$ cat config.mk
export PLATFORM = sky130hd
export DESIGN_NAME = stx_top
export DESIGN_NICKNAME = d
export VERILOG_FILES = /design/src/rtl/stx_pkg.sv /design/src/rtl/stx_top.sv
export VERILOG_INCLUDE_DIRS = /design/src /design/src/rtl
export SDC_FILE = /design/constraint.sdc
export NUM_CORES = 1
export LEC_CHECK = 0
export BUFFER_PORTS_ARGS = -buffer_cell sky130_fd_sc_hd__buf_2
export CORE_AREA = 3 3 102 104
export DETAILED_ROUTE_END_ITERATION = 10
export DIE_AREA = 0 0 105 107
export SETUP_SLACK_MARGIN = 0.5
export SLEW_MARGIN = 25
export SYNTH_ARGS = -nofsm -noshare
export SYNTH_HDL_FRONTEND = slang
export SYNTH_SLANG_ARGS = --single-unit
$ cat constraint.sdc
create_clock -name clk_i -period 6.9 [get_ports clk_i]
set_clock_uncertainty 0.2 [all_clocks]
set_input_delay 0 -clock clk_i [delete_from_list [all_inputs] [get_ports clk_i]]
set_output_delay 0 -clock clk_i [all_outputs]
set_load 0.05 [all_outputs]
$ cat src/rtl/stx_map.svh
// register offsets, field positions and reset values of the transmitter
`ifndef STX_MAP_SVH
`define STX_MAP_SVH
`define STX_ADDR_DATA 2'h0
`define STX_ADDR_STATUS 2'h1
`define STX_ADDR_CTRL 2'h2
`define STX_ADDR_FORMAT 2'h3
// status register fields
`define STX_ST_COMPLETE 6
`define STX_ST_EMPTY 5
// control register fields
`define STX_CT_EMPTY_IE 5
`define STX_CT_COMPLETE_IE 6
`define STX_CT_ENABLE 3
`define STX_CT_NINTH 0
`define STX_CT_SIZE2 2
// format register fields
`define STX_FM_PAR_HI 5
`define STX_FM_PAR_LO 4
`define STX_FM_STOP2 3
`define STX_FM_SIZE_HI 2
`define STX_FM_SIZE_LO 1
`define STX_FMT_RESET 8'h06
`define STX_SIZE_NINE 3'h7
`define STX_DATA_BITS_BASE 4'h5
`define STX_BITS_NINE 4'h9
`endif

$ cat src/rtl/stx_pkg.sv
// types of the serial transmitter
package stx_pkg;
  typedef enum logic [2:0] {
    ST_IDLE, ST_START, ST_DATA, ST_PARITY, ST_STOP1, ST_STOP2
  } stx_state_e;
  typedef struct packed {
    logic [1:0] addr;
    logic [7:0] wdata;
    logic wr;
    logic rd;
  } stx_bus_s;
  typedef struct packed {
    stx_state_e state;
    logic [8:0] buf_data;
    logic buf_full;
    logic [10:0] shift;
    logic [3:0] bit_cnt;
    logic [3:0] nbits;
    logic par_bit;
    logic par_en;
    logic two_stop;
    logic flag_complete;
    logic empty_ie;
    logic complete_ie;
    logic tx_en;
    logic ninth;
    logic [2:0] size;
    logic [1:0] par_mode;
    logic stop2;
    logic pin_own;
    logic txd;
    logic [7:0] rdata;
    logic irq_empty;
    logic irq_complete;
  } stx_state_s;
endpackage

$ cat src/rtl/stx_top.sv
// serial transmitter with buffer-empty and transmit-complete flags
//
// Operation
// - ninth bit may mark address frames
// - empty flag set when buffer empty
// - empty flag clear while buffer pending
// - empty interrupt requested while flag set
// - data write loads buffer, clears flag
// - complete flag set after last frame
// - complete flag cleared by service or one
// - complete interrupt when flag set
// - parity bit before first stop bit
// - disable waits until all data sent
// - disabled transmitter releases output pin
// - buffer moves to idle or finished shifter
// - low start bit, data lsb first
// - unused high data bits ignored
// - enable takes over the output pin
//
// Local design decisions: strobed register access and the register offsets.
`timescale 1ns/1ns
`include "stx_map.svh"

module stx_top (
  // clock and reset
  input wire logic clk_i,
  input wire logic rst_b_i,
  // register port
  input wire logic [1:0] addr_i,
  input wire logic [7:0] wdata_i,
  input wire logic wr_i,
  input wire logic rd_i,
  output logic [7:0] rdata_o,
  // baud tick, interrupt acknowledge and global enable
  input wire logic baud_tick_i,
  input wire logic global_ie_i,
  input wire logic complete_ack_i,
  // serial line and interrupt requests
  output logic txd_o,
  output logic txd_oe_o,
  output logic irq_empty_o,
  output logic irq_complete_o
);

  ////////////////////////////////////////////////////////////////////////
  // helpers

  function automatic logic [3:0] data_bits(input logic [2:0] size);
    if (size == `STX_SIZE_NINE) begin
      data_bits = `STX_BITS_NINE;
    end else begin
      data_bits = `STX_DATA_BITS_BASE + {2'h0, size[1:0]};
    end
  endfunction

  function automatic logic [8:0] data_mask(input logic [3:0] n);
    data_mask = 9'h1ff >> (`STX_BITS_NINE - n);
  endfunction

  stx_pkg::stx_bus_s bus;
  stx_pkg::stx_state_s s_reg;
  stx_pkg::stx_state_s s_next;
  logic empty_flag;
  logic idle_done;

  assign bus = '{addr: addr_i, wdata: wdata_i, wr: wr_i, rd: rd_i};
  assign empty_flag = !s_reg.buf_full;
  assign idle_done = s_reg.state == stx_pkg::ST_IDLE;

  ////////////////////////////////////////////////////////////////////////
  // next state

  always_comb begin
    logic [3:0] n;
    logic [8:0] d;
    logic load;
    logic last_stop;
    n = data_bits(s_reg.size);
    d = '0;
    load = 1'b0;
    last_stop = 1'b0;
    s_next = s_reg;
    s_next.rdata = 8'h00;
    // register writes
    if (bus.wr) begin
      unique case (bus.addr)
        `STX_ADDR_DATA: begin
          if (s_reg.tx_en && !s_reg.buf_full) begin
            s_next.buf_data = {s_reg.ninth, bus.wdata};
            s_next.buf_full = 1'b1;
          end
        end
        `STX_ADDR_STATUS: begin
          if (bus.wdata[`STX_ST_COMPLETE]) begin
            s_next.flag_complete = 1'b0;
          end
        end
        `STX_ADDR_CTRL: begin
          s_next.empty_ie = bus.wdata[`STX_CT_EMPTY_IE];
          s_next.complete_ie = bus.wdata[`STX_CT_COMPLETE_IE];
          s_next.tx_en = bus.wdata[`STX_CT_ENABLE];
          s_next.ninth = bus.wdata[`STX_CT_NINTH];
          s_next.size[2] = bus.wdata[`STX_CT_SIZE2];
        end
        `STX_ADDR_FORMAT: begin
          s_next.par_mode = bus.wdata[`STX_FM_PAR_HI:`STX_FM_PAR_LO];
          s_next.stop2 = bus.wdata[`STX_FM_STOP2];
          s_next.size[1:0] = bus.wdata[`STX_FM_SIZE_HI:`STX_FM_SIZE_LO];
        end
      endcase
    end
    if (complete_ack_i) begin
      s_next.flag_complete = 1'b0;
    end
    // register reads, data one cycle later
    if (bus.rd) begin
      unique case (bus.addr)
        `STX_ADDR_DATA: s_next.rdata = 8'h00;
        `STX_ADDR_STATUS: begin
          s_next.rdata[`STX_ST_COMPLETE] = s_reg.flag_complete;
          s_next.rdata[`STX_ST_EMPTY] = empty_flag;
        end
        `STX_ADDR_CTRL: begin
          s_next.rdata[`STX_CT_EMPTY_IE] = s_reg.empty_ie;
          s_next.rdata[`STX_CT_COMPLETE_IE] = s_reg.complete_ie;
          s_next.rdata[`STX_CT_ENABLE] = s_reg.tx_en;
          s_next.rdata[`STX_CT_NINTH] = s_reg.ninth;
          s_next.rdata[`STX_CT_SIZE2] = s_reg.size[2];
        end
        `STX_ADDR_FORMAT: begin
          s_next.rdata[`STX_FM_PAR_HI:`STX_FM_PAR_LO] = s_reg.par_mode;
          s_next.rdata[`STX_FM_STOP2] = s_reg.stop2;
          s_next.rdata[`STX_FM_SIZE_HI:`STX_FM_SIZE_LO] = s_reg.size[1:0];
        end
      endcase
    end
    // shifter, advances only on baud ticks
    if (baud_tick_i) begin
      unique case (s_reg.state)
        stx_pkg::ST_IDLE: load = s_reg.buf_full;
        stx_pkg::ST_START: begin
          s_next.state = stx_pkg::ST_DATA;
          s_next.txd = s_reg.shift[0];
          s_next.shift = s_reg.shift >> 1;
          s_next.bit_cnt = 4'h1;
        end
        stx_pkg::ST_DATA: begin
          if (s_reg.bit_cnt == s_reg.nbits) begin
            if (s_reg.par_en) begin
              s_next.state = stx_pkg::ST_PARITY;
              s_next.txd = s_reg.par_bit;
            end else begin
              s_next.state = stx_pkg::ST_STOP1;
              s_next.txd = 1'b1;
            end
          end else begin
            s_next.txd = s_reg.shift[0];
            s_next.shift = s_reg.shift >> 1;
            s_next.bit_cnt = s_reg.bit_cnt + 4'h1;
          end
        end
        stx_pkg::ST_PARITY: begin
          s_next.state = stx_pkg::ST_STOP1;
          s_next.txd = 1'b1;
        end
        stx_pkg::ST_STOP1: begin
          if (s_reg.two_stop) begin
            s_next.state = stx_pkg::ST_STOP2;
          end else begin
            last_stop = 1'b1;
          end
        end
        stx_pkg::ST_STOP2: last_stop = 1'b1;
      endcase
      if (last_stop) begin
        s_next.state = stx_pkg::ST_IDLE;
        load = s_reg.buf_full;
        if (!s_reg.buf_full) begin
          s_next.flag_complete = 1'b1;
        end
      end
    end
    if (load) begin
      d = s_reg.buf_data & data_mask(n);
      s_next.shift = {2'h0, d};
      s_next.nbits = n;
      s_next.par_bit = (^d) ^ s_reg.par_mode[0];
      s_next.par_en = s_reg.par_mode[1];
      s_next.two_stop = s_reg.stop2;
      s_next.state = stx_pkg::ST_START;
      s_next.txd = 1'b0;
      s_next.buf_full = 1'b0;
    end
    if (s_reg.state == stx_pkg::ST_IDLE && !load) begin
      s_next.txd = 1'b1;
    end
    // pin ownership: taken at enable, dropped only when drained
    if (s_reg.tx_en) begin
      s_next.pin_own = 1'b1;
    end else if (idle_done && !s_reg.buf_full) begin
      s_next.pin_own = 1'b0;
    end
    s_next.irq_empty = global_ie_i && s_next.empty_ie &&
                       !s_next.buf_full;
    s_next.irq_complete = global_ie_i && s_next.complete_ie &&
                          s_next.flag_complete;
  end

  always_ff @(posedge clk_i) begin
    if (!rst_b_i) begin
      s_reg <= '0;
      s_reg.state <= stx_pkg::ST_IDLE;
      s_reg.txd <= 1'b1;
      s_reg.size <= 3'(`STX_FMT_RESET >> `STX_FM_SIZE_LO);
    end else begin
      s_reg <= s_next;
    end
  end

  assign rdata_o = s_reg.rdata;
  assign txd_o = s_reg.txd;
  assign txd_oe_o = s_reg.pin_own;
  assign irq_empty_o = s_reg.irq_empty;
  assign irq_complete_o = s_reg.irq_complete;

  ////////////////////////////////////////////////////////////////////////
  // assertions

  a_write_fills_buf: assert property (
    @(posedge clk_i) disable iff (!rst_b_i)
    wr_i && addr_i == `STX_ADDR_DATA && s_reg.tx_en && !s_reg.buf_full
    |=> s_reg.buf_full)
    else $error("data write did not fill the buffer");

  // a refused write leaves the buffer empty
  a_write_refused: assert property (
    @(posedge clk_i) disable iff (!rst_b_i)
    wr_i && addr_i == `STX_ADDR_DATA && !s_reg.tx_en && !s_reg.buf_full
    |=> !s_reg.buf_full)
    else $error("refused write filled the buffer");

  // request is registered with the flag, enable seen one cycle earlier
  a_empty_irq_level: assert property (
    @(posedge clk_i) disable iff (!rst_b_i)
    $past(global_ie_i) && s_reg.empty_ie && empty_flag |-> irq_empty_o)
    else $error("empty interrupt missing");

  a_complete_irq: assert property (
    @(posedge clk_i) disable iff (!rst_b_i)
    $past(global_ie_i) && s_reg.complete_ie && s_reg.flag_complete
    |-> irq_complete_o)
    else $error("complete interrupt missing");

  a_start_bit_low: assert property (
    @(posedge clk_i) disable iff (!rst_b_i)
    s_reg.state == stx_pkg::ST_START |-> !txd_o)
    else $error("start bit not low");

  a_load_from_idle: assert property (
    @(posedge clk_i) disable iff (!rst_b_i)
    baud_tick_i && s_reg.state == stx_pkg::ST_IDLE && s_reg.buf_full
    |=> s_reg.state == stx_pkg::ST_START && !s_reg.buf_full)
    else $error("idle shifter did not take the buffer");

  a_idle_line_high: assert property (
    @(posedge clk_i) disable iff (!rst_b_i)
    $past(s_reg.state) == stx_pkg::ST_IDLE &&
    s_reg.state == stx_pkg::ST_IDLE |-> txd_o)
    else $error("idle line not high");

  a_complete_sets: assert property (
    @(posedge clk_i) disable iff (!rst_b_i)
    baud_tick_i && s_reg.state == stx_pkg::ST_STOP2 && !s_reg.buf_full
    |=> s_reg.flag_complete)
    else $error("complete flag not set after frame");

  a_complete_one_stop: assert property (
    @(posedge clk_i) disable iff (!rst_b_i)
    baud_tick_i && s_reg.state == stx_pkg::ST_STOP1 && !s_reg.two_stop &&
    !s_reg.buf_full |=> s_reg.flag_complete)
    else $error("complete flag not set after single stop");

  a_w1c_complete: assert property (
    @(posedge clk_i) disable iff (!rst_b_i)
    wr_i && addr_i == `STX_ADDR_STATUS && wdata_i[`STX_ST_COMPLETE] &&
    !(baud_tick_i && s_reg.state inside {stx_pkg::ST_STOP1,
    stx_pkg::ST_STOP2}) |=> !s_reg.flag_complete)
    else $error("complete flag not cleared");

  a_pin_held_busy: assert property (
    @(posedge clk_i) disable iff (!rst_b_i)
    txd_oe_o && (s_reg.buf_full || s_reg.state != stx_pkg::ST_IDLE)
    |=> txd_oe_o)
    else $error("pin released with data pending");

  a_pin_released: assert property (
    @(posedge clk_i) disable iff (!rst_b_i)
    !s_reg.tx_en && idle_done && !s_reg.buf_full |=> !txd_oe_o)
    else $error("drained transmitter kept the pin");

  a_enable_owns: assert property (
    @(posedge clk_i) disable iff (!rst_b_i)
    s_reg.tx_en |=> txd_oe_o)
    else $error("enable did not take the pin");

  a_parity_slot: assert property (
    @(posedge clk_i) disable iff (!rst_b_i)
    s_reg.state == stx_pkg::ST_PARITY |-> txd_o == s_reg.par_bit)
    else $error("wrong parity bit");

  c_frame_sent: cover property (@(posedge clk_i) disable iff (!rst_b_i)
    $rose(s_reg.flag_complete));
  c_parity_frame: cover property (@(posedge clk_i) disable iff (!rst_b_i)
    s_reg.state == stx_pkg::ST_PARITY);
  c_back_to_back: cover property (@(posedge clk_i) disable iff (!rst_b_i)
    $past(s_reg.state) == stx_pkg::ST_STOP1 &&
    s_reg.state == stx_pkg::ST_START);
  c_pin_release: cover property (@(posedge clk_i) disable iff (!rst_b_i)
    $fell(txd_oe_o));
  c_two_stop: cover property (@(posedge clk_i) disable iff (!rst_b_i)
    s_reg.state == stx_pkg::ST_STOP2);

endmodule // stx_top

* After elaboration in Yosys (flattened, before gate mapping)
Index checks and enable logic that the tools add are counted.
** Storage, ports and cells
- Output and inout port bits :: 12
- Input bits :: 17
- Flip-flop bits (word level) :: 58
** Operators by class
- Shift-type cells :: 1
- Reductions and logical operators :: 33
- Equal/unequal tests :: 16
- Muxes and demuxes :: 40
- Add/sub/neg operators :: 3
- Bitwise logic cells :: 3
** Operator list (count)
- 2-to-1 mux 15 bit :: 2
- one-hot mux 15 bit (2 select lines) :: 1
- 2-to-1 mux 1 bit :: 22
- AND reduction 3 bit :: 5
- 2-to-1 mux 12 bit :: 1
- 2-to-1 mux 3 bit :: 4
- one-hot mux 3 bit (4 select lines) :: 1
- 2-to-1 mux 11 bit :: 1
- 2-to-1 mux 5 bit :: 2
- AND 9 bit :: 1
- == test 3 bit (second input constant) :: 3
- inequality test 3 bit (second input constant) :: 3
- XOR reduction 9 bit :: 1
- >> shifter 9 x 4 -> 9 bit (first input constant) :: 1
- inequality test 4 bit (second input constant) :: 2
- AND reduction 2 bit :: 4
- AND reduction 4 bit :: 2
- logical AND 1 bit :: 7
- == test 3 x 2 -> 1 bit (second input constant) :: 2
- nonzero test 2 bit :: 3
- nonzero test 6 bit :: 1
- nonzero test 5 bit :: 1
- adder 3 x 2 -> 4 bit (first input constant) :: 1
- adder 4 x 1 -> 4 bit (second input constant) :: 1
- 19 further kinds :: 24

* Logic depth before layout (Yosys ltp)
Gate-level depths: netlist of the first run.
- Word-level depth :: 8
- Depth in mapped cells :: 7

* Least setup slack after synthesis of the first run
OpenSTA, ideal clock, no wires.
- Kind :: register to register
- Start point :: register s_reg[15] in the netlist's numbering
- End point :: register s_reg[25] in the netlist's numbering
- Arrival :: 1.957 ns
- Setup slack :: 4.669 ns
- Required time :: 6.626 ns
- Library setup time :: 0.074 ns
- Stages on the path, launching flop included :: 8
- Cells stage by stage :: dfxtp_1 > inv_1 > ha_1 > or3b_1 > a211o_1 > a211o_1 > a21o_1 > a31oi_1
** On the way
- Longest elaborated chain between the ends :: 7
- Elaborated cells on any way between the ends :: 8
- Classes of those cells :: 2 x add/sub; 1 x eq/ne; 1 x shift; 1 x mux; 2 x bitwise; 1 x reduce/logical
** Ends and longest elaborated chain
- start: declaration :: line stx_top.sv:61 : stx_pkg::stx_state_s s_reg;
- start signal: assignment :: line stx_top.sv:216 : s_reg <= s_next;
- adder 3 x 2 -> 4 bit (no source line) / == test 3 bit (equally long branches)
- 2-to-1 mux 4 bit (*) :: line stx_top.sv:49 : if (size == `STX_SIZE_NINE) begin
- subtractor 4 bit (no source line) (*)
- >> shifter 9 x 4 -> 9 bit (*) :: line stx_top.sv:57 : data_mask = 9'h1ff >> (`STX_BITS_NINE - n);
- AND 9 bit (*) :: line stx_top.sv:184 : d = s_reg.buf_data & data_mask(n);
- XOR reduction 9 bit (*) :: line stx_top.sv:187 : s_next.par_bit = (^d) ^ s_reg.par_mode[0];
- bitwise XOR 1 bit (*) :: line stx_top.sv:187
Every way passes the cells marked *; elsewhere a longest branch is shown, timed or not.
A chain may end at the register's enable or synchronous reset.

* Worst setup path in the final report of the first run
- Start point :: register s_reg[55] in the netlist's numbering
- End point :: register s_reg[40] in the netlist's numbering
** On the way
- Longest elaborated chain between the ends :: 7
- Elaborated cells on any way between the ends :: 17
- Classes of those cells :: 5 x eq/ne; 8 x mux; 4 x reduce/logical
** Ends and longest elaborated chain
- == test 3 bit :: line stx_top.sv:139 : unique case (s_reg.state)
- one-hot mux 1 bit (2 select lines) :: line stx_top.sv:139
- 2-to-1 mux 1 bit :: line stx_top.sv:138 : if (baud_tick_i) begin
- 2-to-1 mux 1 bit :: line stx_top.sv:175 : if (last_stop) begin
- 2-to-1 mux 1 bit :: line stx_top.sv:138
- inequality test 3 bit (no source line), or another cell as far along
- AND reduction 3 bit (no source line)
Parallel ways exist; a longest one is shown, timed or not. The select of a mux whose other input is x is not followed.

==> results.json, run 1 <==
{
  "post_cts_buffers": 0,
  "ios": 29,
  "power_switching_uw": 133,
  "drive_above_1_share": 0.137,
  "wire_per_inst_um": 13.1,
  "crit_arrival_ns": 2.48,
  "grt_use_total": 0.116,
  "finalNetCount": 370,
  "combPwrFrac": 0.086,
  "cp_slowest_cell": "nor4_4",
  "rsz0062_at_grt": "no",
  "clkTransAtPathRegs_ns": 0.10,
  "io_buffers": 27,
  "overflow": 0,
  "seq_area_frac_synth": 0.387,
  "fin_crit_sh": 0.360,
  "rr_worst_depth": 5,
  "cp_cell_sequence": "and3b_4 -> nor4_4 -> mux2_2 -> and3_1 -> o21a_1",
  "cellPowerDensity_nw_per_um2": 166,
  "synth.net_count": 341,
  "chipHeight_um": 107,
  "num_rows": 36,
  "numCtsBuffers": 5,
  "synth.distinct_cells": 50,
  "die_w_um": 105,
  "synthToLayoutAreaGrowth_pct": 15.5,
  "reg2reg_from": "s_reg[55]$_SDFFE_PN0P_",
  "r2r-end": "s_reg[40]$_SDFFE_PN0P_",
  "via_count": 2276,
  "routed_wl_um": 6240,
  "intPower_uw": 412,
  "hold_path_class": "primary input to flop",
  "htree_num_levels": 2,
  "post-route-util": 0.341,
  "yosys_warnings": 0,
  "path_delay_family": "simple AND/OR/NAND/NOR gates",
  "synth_cells": 314,
  "grt_max_degree": 46,
  "hpwl_um": 4440,
  "seq_power_share": 0.594,
  "antenna_found_initial": 0,
  "synth_area_per_cell_um2": 9.05,
  "syn_area_um2": 2840,
  "critPathMaxFanout": 13,
  "coreArea_um2": 9640,
  "p_clk_frac": 0.320,
  "dieArea_um2": 11200,
  "synth_edf_count": 0,
  "critPathRequiredTime_ns": 6.90,
  "maxSlewHeadroom": 0.391,
  "path_buf_inv": 0,
  "cts_sinks": 55,
  "ant_nets": 0,
  "routed.top_layer": "met4",
  "drv_cap": 0,
  "wl_met3_um": 122,
  "ir_drop_mv": 0.0882,
  "via_per_inst": 4.77,
  "ys.flop_type": "dfxtp_1",
  "grt_pass1_vias": 2100,
  "setup_slack_ns": 4.42,
  "insertion_delay_ns": 0.30,
  "hold_viol_final": 0,
  "critPathKind": "flop to flop",
  "rrSetupSlack_ns": 4.42,
  "leakage_nw": 1.27,
  "n_antenna_cell": 0,
  "cts_root_buffer": "clkbuf_8",
  "hold_end": "irq_complete_o$_SDFF_PN0_",
  "min-delay-start": "complete_ack_i",
  "met1_length_um": 3070,
  "worst_slew_pin_slew_ns": 0.910,
  "hold_path_depth": 4,
  "largest_reg_flops": 44,
  "endpoint_kind": "flop",
  "finalCriticalPeriod_ns": 2.48,
  "finalSetupTns_ns": 0,
  "clockBufferDepth": 2,
  "initial_core_util": 0.295,
  "dr.pass1.iters": 4,
  "post-route-drc-count": 0,
  "async_flop_share": 0,
  "met2_length_um": 3010,
  "setup_viol": 0,
  "drtIter0Drc": 114,
  "status": "finished, final reports clean",
  "pre_cts_ws_ns": 4.42,
  "gp_congestion": 0.779,
  "slowest_delay_ns": 0.60,
  "sw_frac_of_total": 0.245,
  "ys_ff_latch": 55,
  "slew_violations": 0,
  "tritoncts": "yes",
  "cp-start-kind": "flop",
  "grt_first_pass_wirelength_um": 10700,
  "max_freq_mhz": 403
}
worst max path at each step:
stage                                      start                     end  slack (ns)  cells past startpoint
after floorplan           s_reg[15]$_SDFFE_PN1P_  s_reg[25]$_SDFFE_PN0P_        4.67                      7
after global placement    s_reg[55]$_SDFFE_PN0P_  s_reg[36]$_SDFFE_PN0P_        4.49                      5
after detailed placement  s_reg[55]$_SDFFE_PN0P_  s_reg[40]$_SDFFE_PN0P_        4.42                      5
after CTS                 s_reg[55]$_SDFFE_PN0P_  s_reg[40]$_SDFFE_PN0P_        4.40                      5
after global routing      s_reg[55]$_SDFFE_PN0P_  s_reg[34]$_SDFFE_PN0P_        4.26                      5
final                     s_reg[55]$_SDFFE_PN0P_  s_reg[40]$_SDFFE_PN0P_        4.42                      5
Yosys cell counts, drive strengths merged, types with 7 or more instances:
cell,instances,share of area
dfxtp,55,0.39
nand3,14,0.025
ha,10,0.044
clkbuf,13,0.017
nor2,11,0.015
mux2,7,0.028
o21a,8,0.021
a21boi,23,0.061
and3,12,0.026
xnor2,7,0.022
nand2,42,0.055
inv,10,0.013
nor2b,19,0.042
buf,10,0.027
power by group through the flow:
stage / Sequential [mW] / Combinational (mW) / Clock, mW
after CTS: 0.324 / 0.0470 / 0.181
after global routing: 0.325 / 0.0524 / 0.195
after global placement: 0.331 / 0.0393 / 0
final: 0.324 / 0.0470 / 0.174
after detailed placement: 0.331 / 0.0398 / 0
after floorplan: 0.331 / 0.0265 / 0
metal layers:
| metal | up-vias | track usage |
|---|---|---|
| li1 | 1148 | - |
| met5 | - | 0 |
| met3 | 4 | 0.0181 |
| met2 | 24 | 0.183 |
| met1 | 1100 | 0.167 |
| met4 | 0 | 0.0253 |
worst reg2reg max path, delay by kind of cell, from the launching register on:
kind,cells,cell delay (ns)
multiplexers,1,0.41
flip-flops,1,0.55
AND/OR/NAND/NOR,3,1.05
AO/OA/AOI/OAI,1,0.17
through the flow:
stage | hold slack (ns) | instances | area, um^2 | power, mW
2_1_floorplan | -0.0862 | 314 | 2840 | 0.357
3_3_place_gp | 0.0437 | 451 | 3020 | 0.370
3_5_place_dp | 0.0411 | 451 | 3020 | 0.371
4_1_cts | 0.00390 | 477 | 3280 | 0.551
5_1_grt | 0.0352 | 477 | 3280 | 0.572
6_report | 0.00659 | 477 | 3280 | 0.545
layout make-up:
| type | count | area (um^2) |
|---|---|---|
| multi-input cells | 226 | 1580 |
| clock buffers | 6 | 72.6 |
| flip-flops and latches | 55 | 1100 |
| repair buffers | 45 | 315 |
| fillers | 1040 | 6350 |
| clock inverters | 2 | 12.5 |
| well taps | 133 | 166 |
| inverters | 10 | 37.5 |
cell families (layout without fill, tap and decap cells):
kind of cell             Yosys count  after routing  synth area share
AO/OA/AOI/OAI                     70             70             0.195
AND/OR/NAND/NOR                  123            123             0.234
adder cells (fa/ha/maj)           10             10            0.0440
buffers and inverters             33             63            0.0572
other                              1              1           0.00132
XOR/XNOR                          10             10            0.0357
multiplexers                      12             12            0.0453
flip-flops                        55             55             0.387
cells in the final DEF (no fill, tap or decap), types with 8 or more instances in the layout:
cell type	count
nor2_1	11
dlygate4sd3_1	18
ha_1	10
dfxtp_1	55
o21a_1	8
and3_1	12
inv_1	10
nand3_1	14
a21boi_0	20
buf_2	27
nor2b_1	19
nand2_1	42
timing repair:
| item | in CTS | in global routing |
|---|---|---|
| hold endpoints to repair | 29 | 0 |
| resized for setup | 0 | 0 |
| hold buffers | 18 | 0 |
Power figures use the tool's default switching activity.
==> inputs of run 2 (changes only) <==
- clock period: 6.9 -> 2.4 ns (I/O delays scaled with it)
==> run 2 against run 1 <==
  * Via count is 5.4% higher
  * Die area unchanged
  * Critical path depth increased by 2
  * Non-clock buffer count up 19
  * Worst setup slack got worse by 4.1 ns
  * Core utilization is 3.9 points higher
  * Count of clock-buffer cells in the layout did not move
  * Flip-flop and latch count unchanged
  * Clock power rose to 4.2 times the previous value
  * Critical path type unchanged
==> results.json, run 2 (synthesized netlist as in run 1, its figures left out) <==
{
  "status": "finished, final reports clean",
  "ios": 29,
  "initial_core_util": 0.295,
  "fin_crit_sh": 0.867,
  "busiest_layer": "met2",
  "cts_root_buffer": "clkbuf_8",
  "critPathRequiredTime_ns": 2.44,
  "final_cell_area_um2": 3660,
  "gr-usage-met2": 0.203,
  "overflow": 0,
  "drv_cap": 0,
  "tritoncts": "yes",
  "path_buf_inv": 1,
  "cp_cell_sequence": "inv_2 -> ha_4 -> or3b_1 -> a211o_1 -> a211o_1 -> a21o_1 -> a31oi_1",
  "antenna_found_initial": 0,
  "setup_viol": 0,
  "gp_congestion": 0.834,
  "via_count": 2399,
  "hpwl_um": 4520,
  "crit_start": "s_reg[15]$_SDFFE_PN1P_",
  "grt_max_degree": 46,
  "finalSetupTns_ns": 0,
  "slew_violations": 0,
  "via_per_inst": 4.83,
  "grt_pass1_vias": 2309,
  "fillers": 990,
  "grt_use_met1": 0.168,
  "rsz0062_at_grt": "yes",
  "endpoint_kind": "flop",
  "ir_drop_mv": 0.358,
  "hold_viol_final": 0,
  "post-route-drc-count": 0,
  "final_common_cell": "dfxtp_1",
  "crit_arrival_ns": 2.12,
  "grt_use_total": 0.123,
  "drtIter0Drc": 162,
  "chipHeight_um": 107,
  "cts_sinks": 55,
  "worst_slew_pin_slew_ns": 0.756,
  "finalNetCount": 390,
  "slowest_delay_ns": 0.38,
  "largest_reg_flops": 44,
  "gr-usage-met3": 0.0163,
  "coreArea_um2": 9640,
  "wire_per_inst_um": 13.9,
  "placed_cell_area_um2": 3070,
  "dieArea_um2": 11200,
  "path_delay_family": "compound AO/OA/AOI/OAI gates",
  "insertion_delay_ns": 0.31,
  "min-delay-start": "rst_b_i",
  "io_buffers": 27,
  "htree_num_levels": 2,
  "numCtsBuffers": 5,
  "num_rows": 36,
  "die_w_um": 105,
  "cp_common_cell": "a211o_1",
  "leakage_nw": 1.43,
  "finalCriticalPeriod_ns": 2.08,
  "max_freq_mhz": 481,
  "post-route-util": 0.380,
  "cp-start-kind": "flop",
  "n_antenna_cell": 0,
  "pre_cts_ws_ns": 0.290,
  "hold_path_class": "primary input to flop",
  "grt_first_pass_wirelength_um": 11500,
  "synthToLayoutAreaGrowth_pct": 28.8,
  "setup_slack_ns": 0.320,
  "critPathKind": "flop to flop",
  "ant_nets": 0,
  "final_cell_mix": "49 x dfxtp_1, 42 x nand2_1, 26 x buf_2, 19 x a21boi_0, 18 x dlygate4sd3_1",
  "critPathMaxFanout": 8,
  "cellPowerDensity_nw_per_um2": 494,
  "dr.pass1.iters": 4,
  "reg2reg_from": "s_reg[15]$_SDFFE_PN1P_",
  "clkTransAtPathRegs_ns": 0.10,
  "clockBufferDepth": 2,
  "cp_slowest_cell": "dfxtp_4",
  "maxSlewHeadroom": 0.496,
  "routed_wl_um": 6910,
  "drive_above_1_share": 0.250
}
run 2: routing by layer:
metal | up-vias | share of wire
met5 | - | 0
li1 | 1194 | -
met1 | 1154 | 0.49
met3 | 7 | 0.025
met2 | 44 | 0.48
met4 | 0 | 0.012
run 2: layout make-up:
type	instances	area, um^2	area share
clock buffer	6	72.6	0.0198
clock inverter	2	60.1	0.0164
inverter	10	37.5	0.0103
multi-input combinational	227	1710	0.467
sequential	55	1110	0.304
tap	133	166	0.0455
timing repair buffer	64	500	0.137
run 2: power by group:
group          switching (mW)  internal, mW  leakage, nW
registers             0.00784         0.921        0.446
logic                  0.0869        0.0701        0.922
clock network           0.307         0.417       0.0654
run 2: path summary, 6_finish.rpt:
path	to	slack, ns	cells past startpoint
worst max-delay path	s_reg[25]$_SDFFE_PN0P_	0.32	7
worst max register to register	s_reg[25]$_SDFFE_PN0P_	0.32	7
worst min register to register	s_reg[49]$_SDFFE_PN0P_	0.27	2
worst min-delay path	s_reg[16]$_SDFFE_PN1P_	0.02	2
run 2: repair_timing:
| item | in CTS | in global routing |
|---|---|---|
| buffers inserted | 9 | 2 |
| pin swaps | 3 | 5 |
| hold buffers | 20 | 0 |
| hold endpoints to repair | 31 | 0 |
| endpoints found under the setup margin | 18 | 35 |
| resized for setup | 17 | 30 |
| gates cloned | 1 | 1 |
run 2: per-stage QoR:
stage                     total power, mW  hold slack (ns)  instances
after global routing                 1.88           0.0689        497
final                                1.81           0.0219        497
after CTS                            1.82           0.0175        494
after floorplan                      1.03          -0.0862        314
after global placement               1.07           0.0504        456
after detailed placement             1.07           0.0520        456
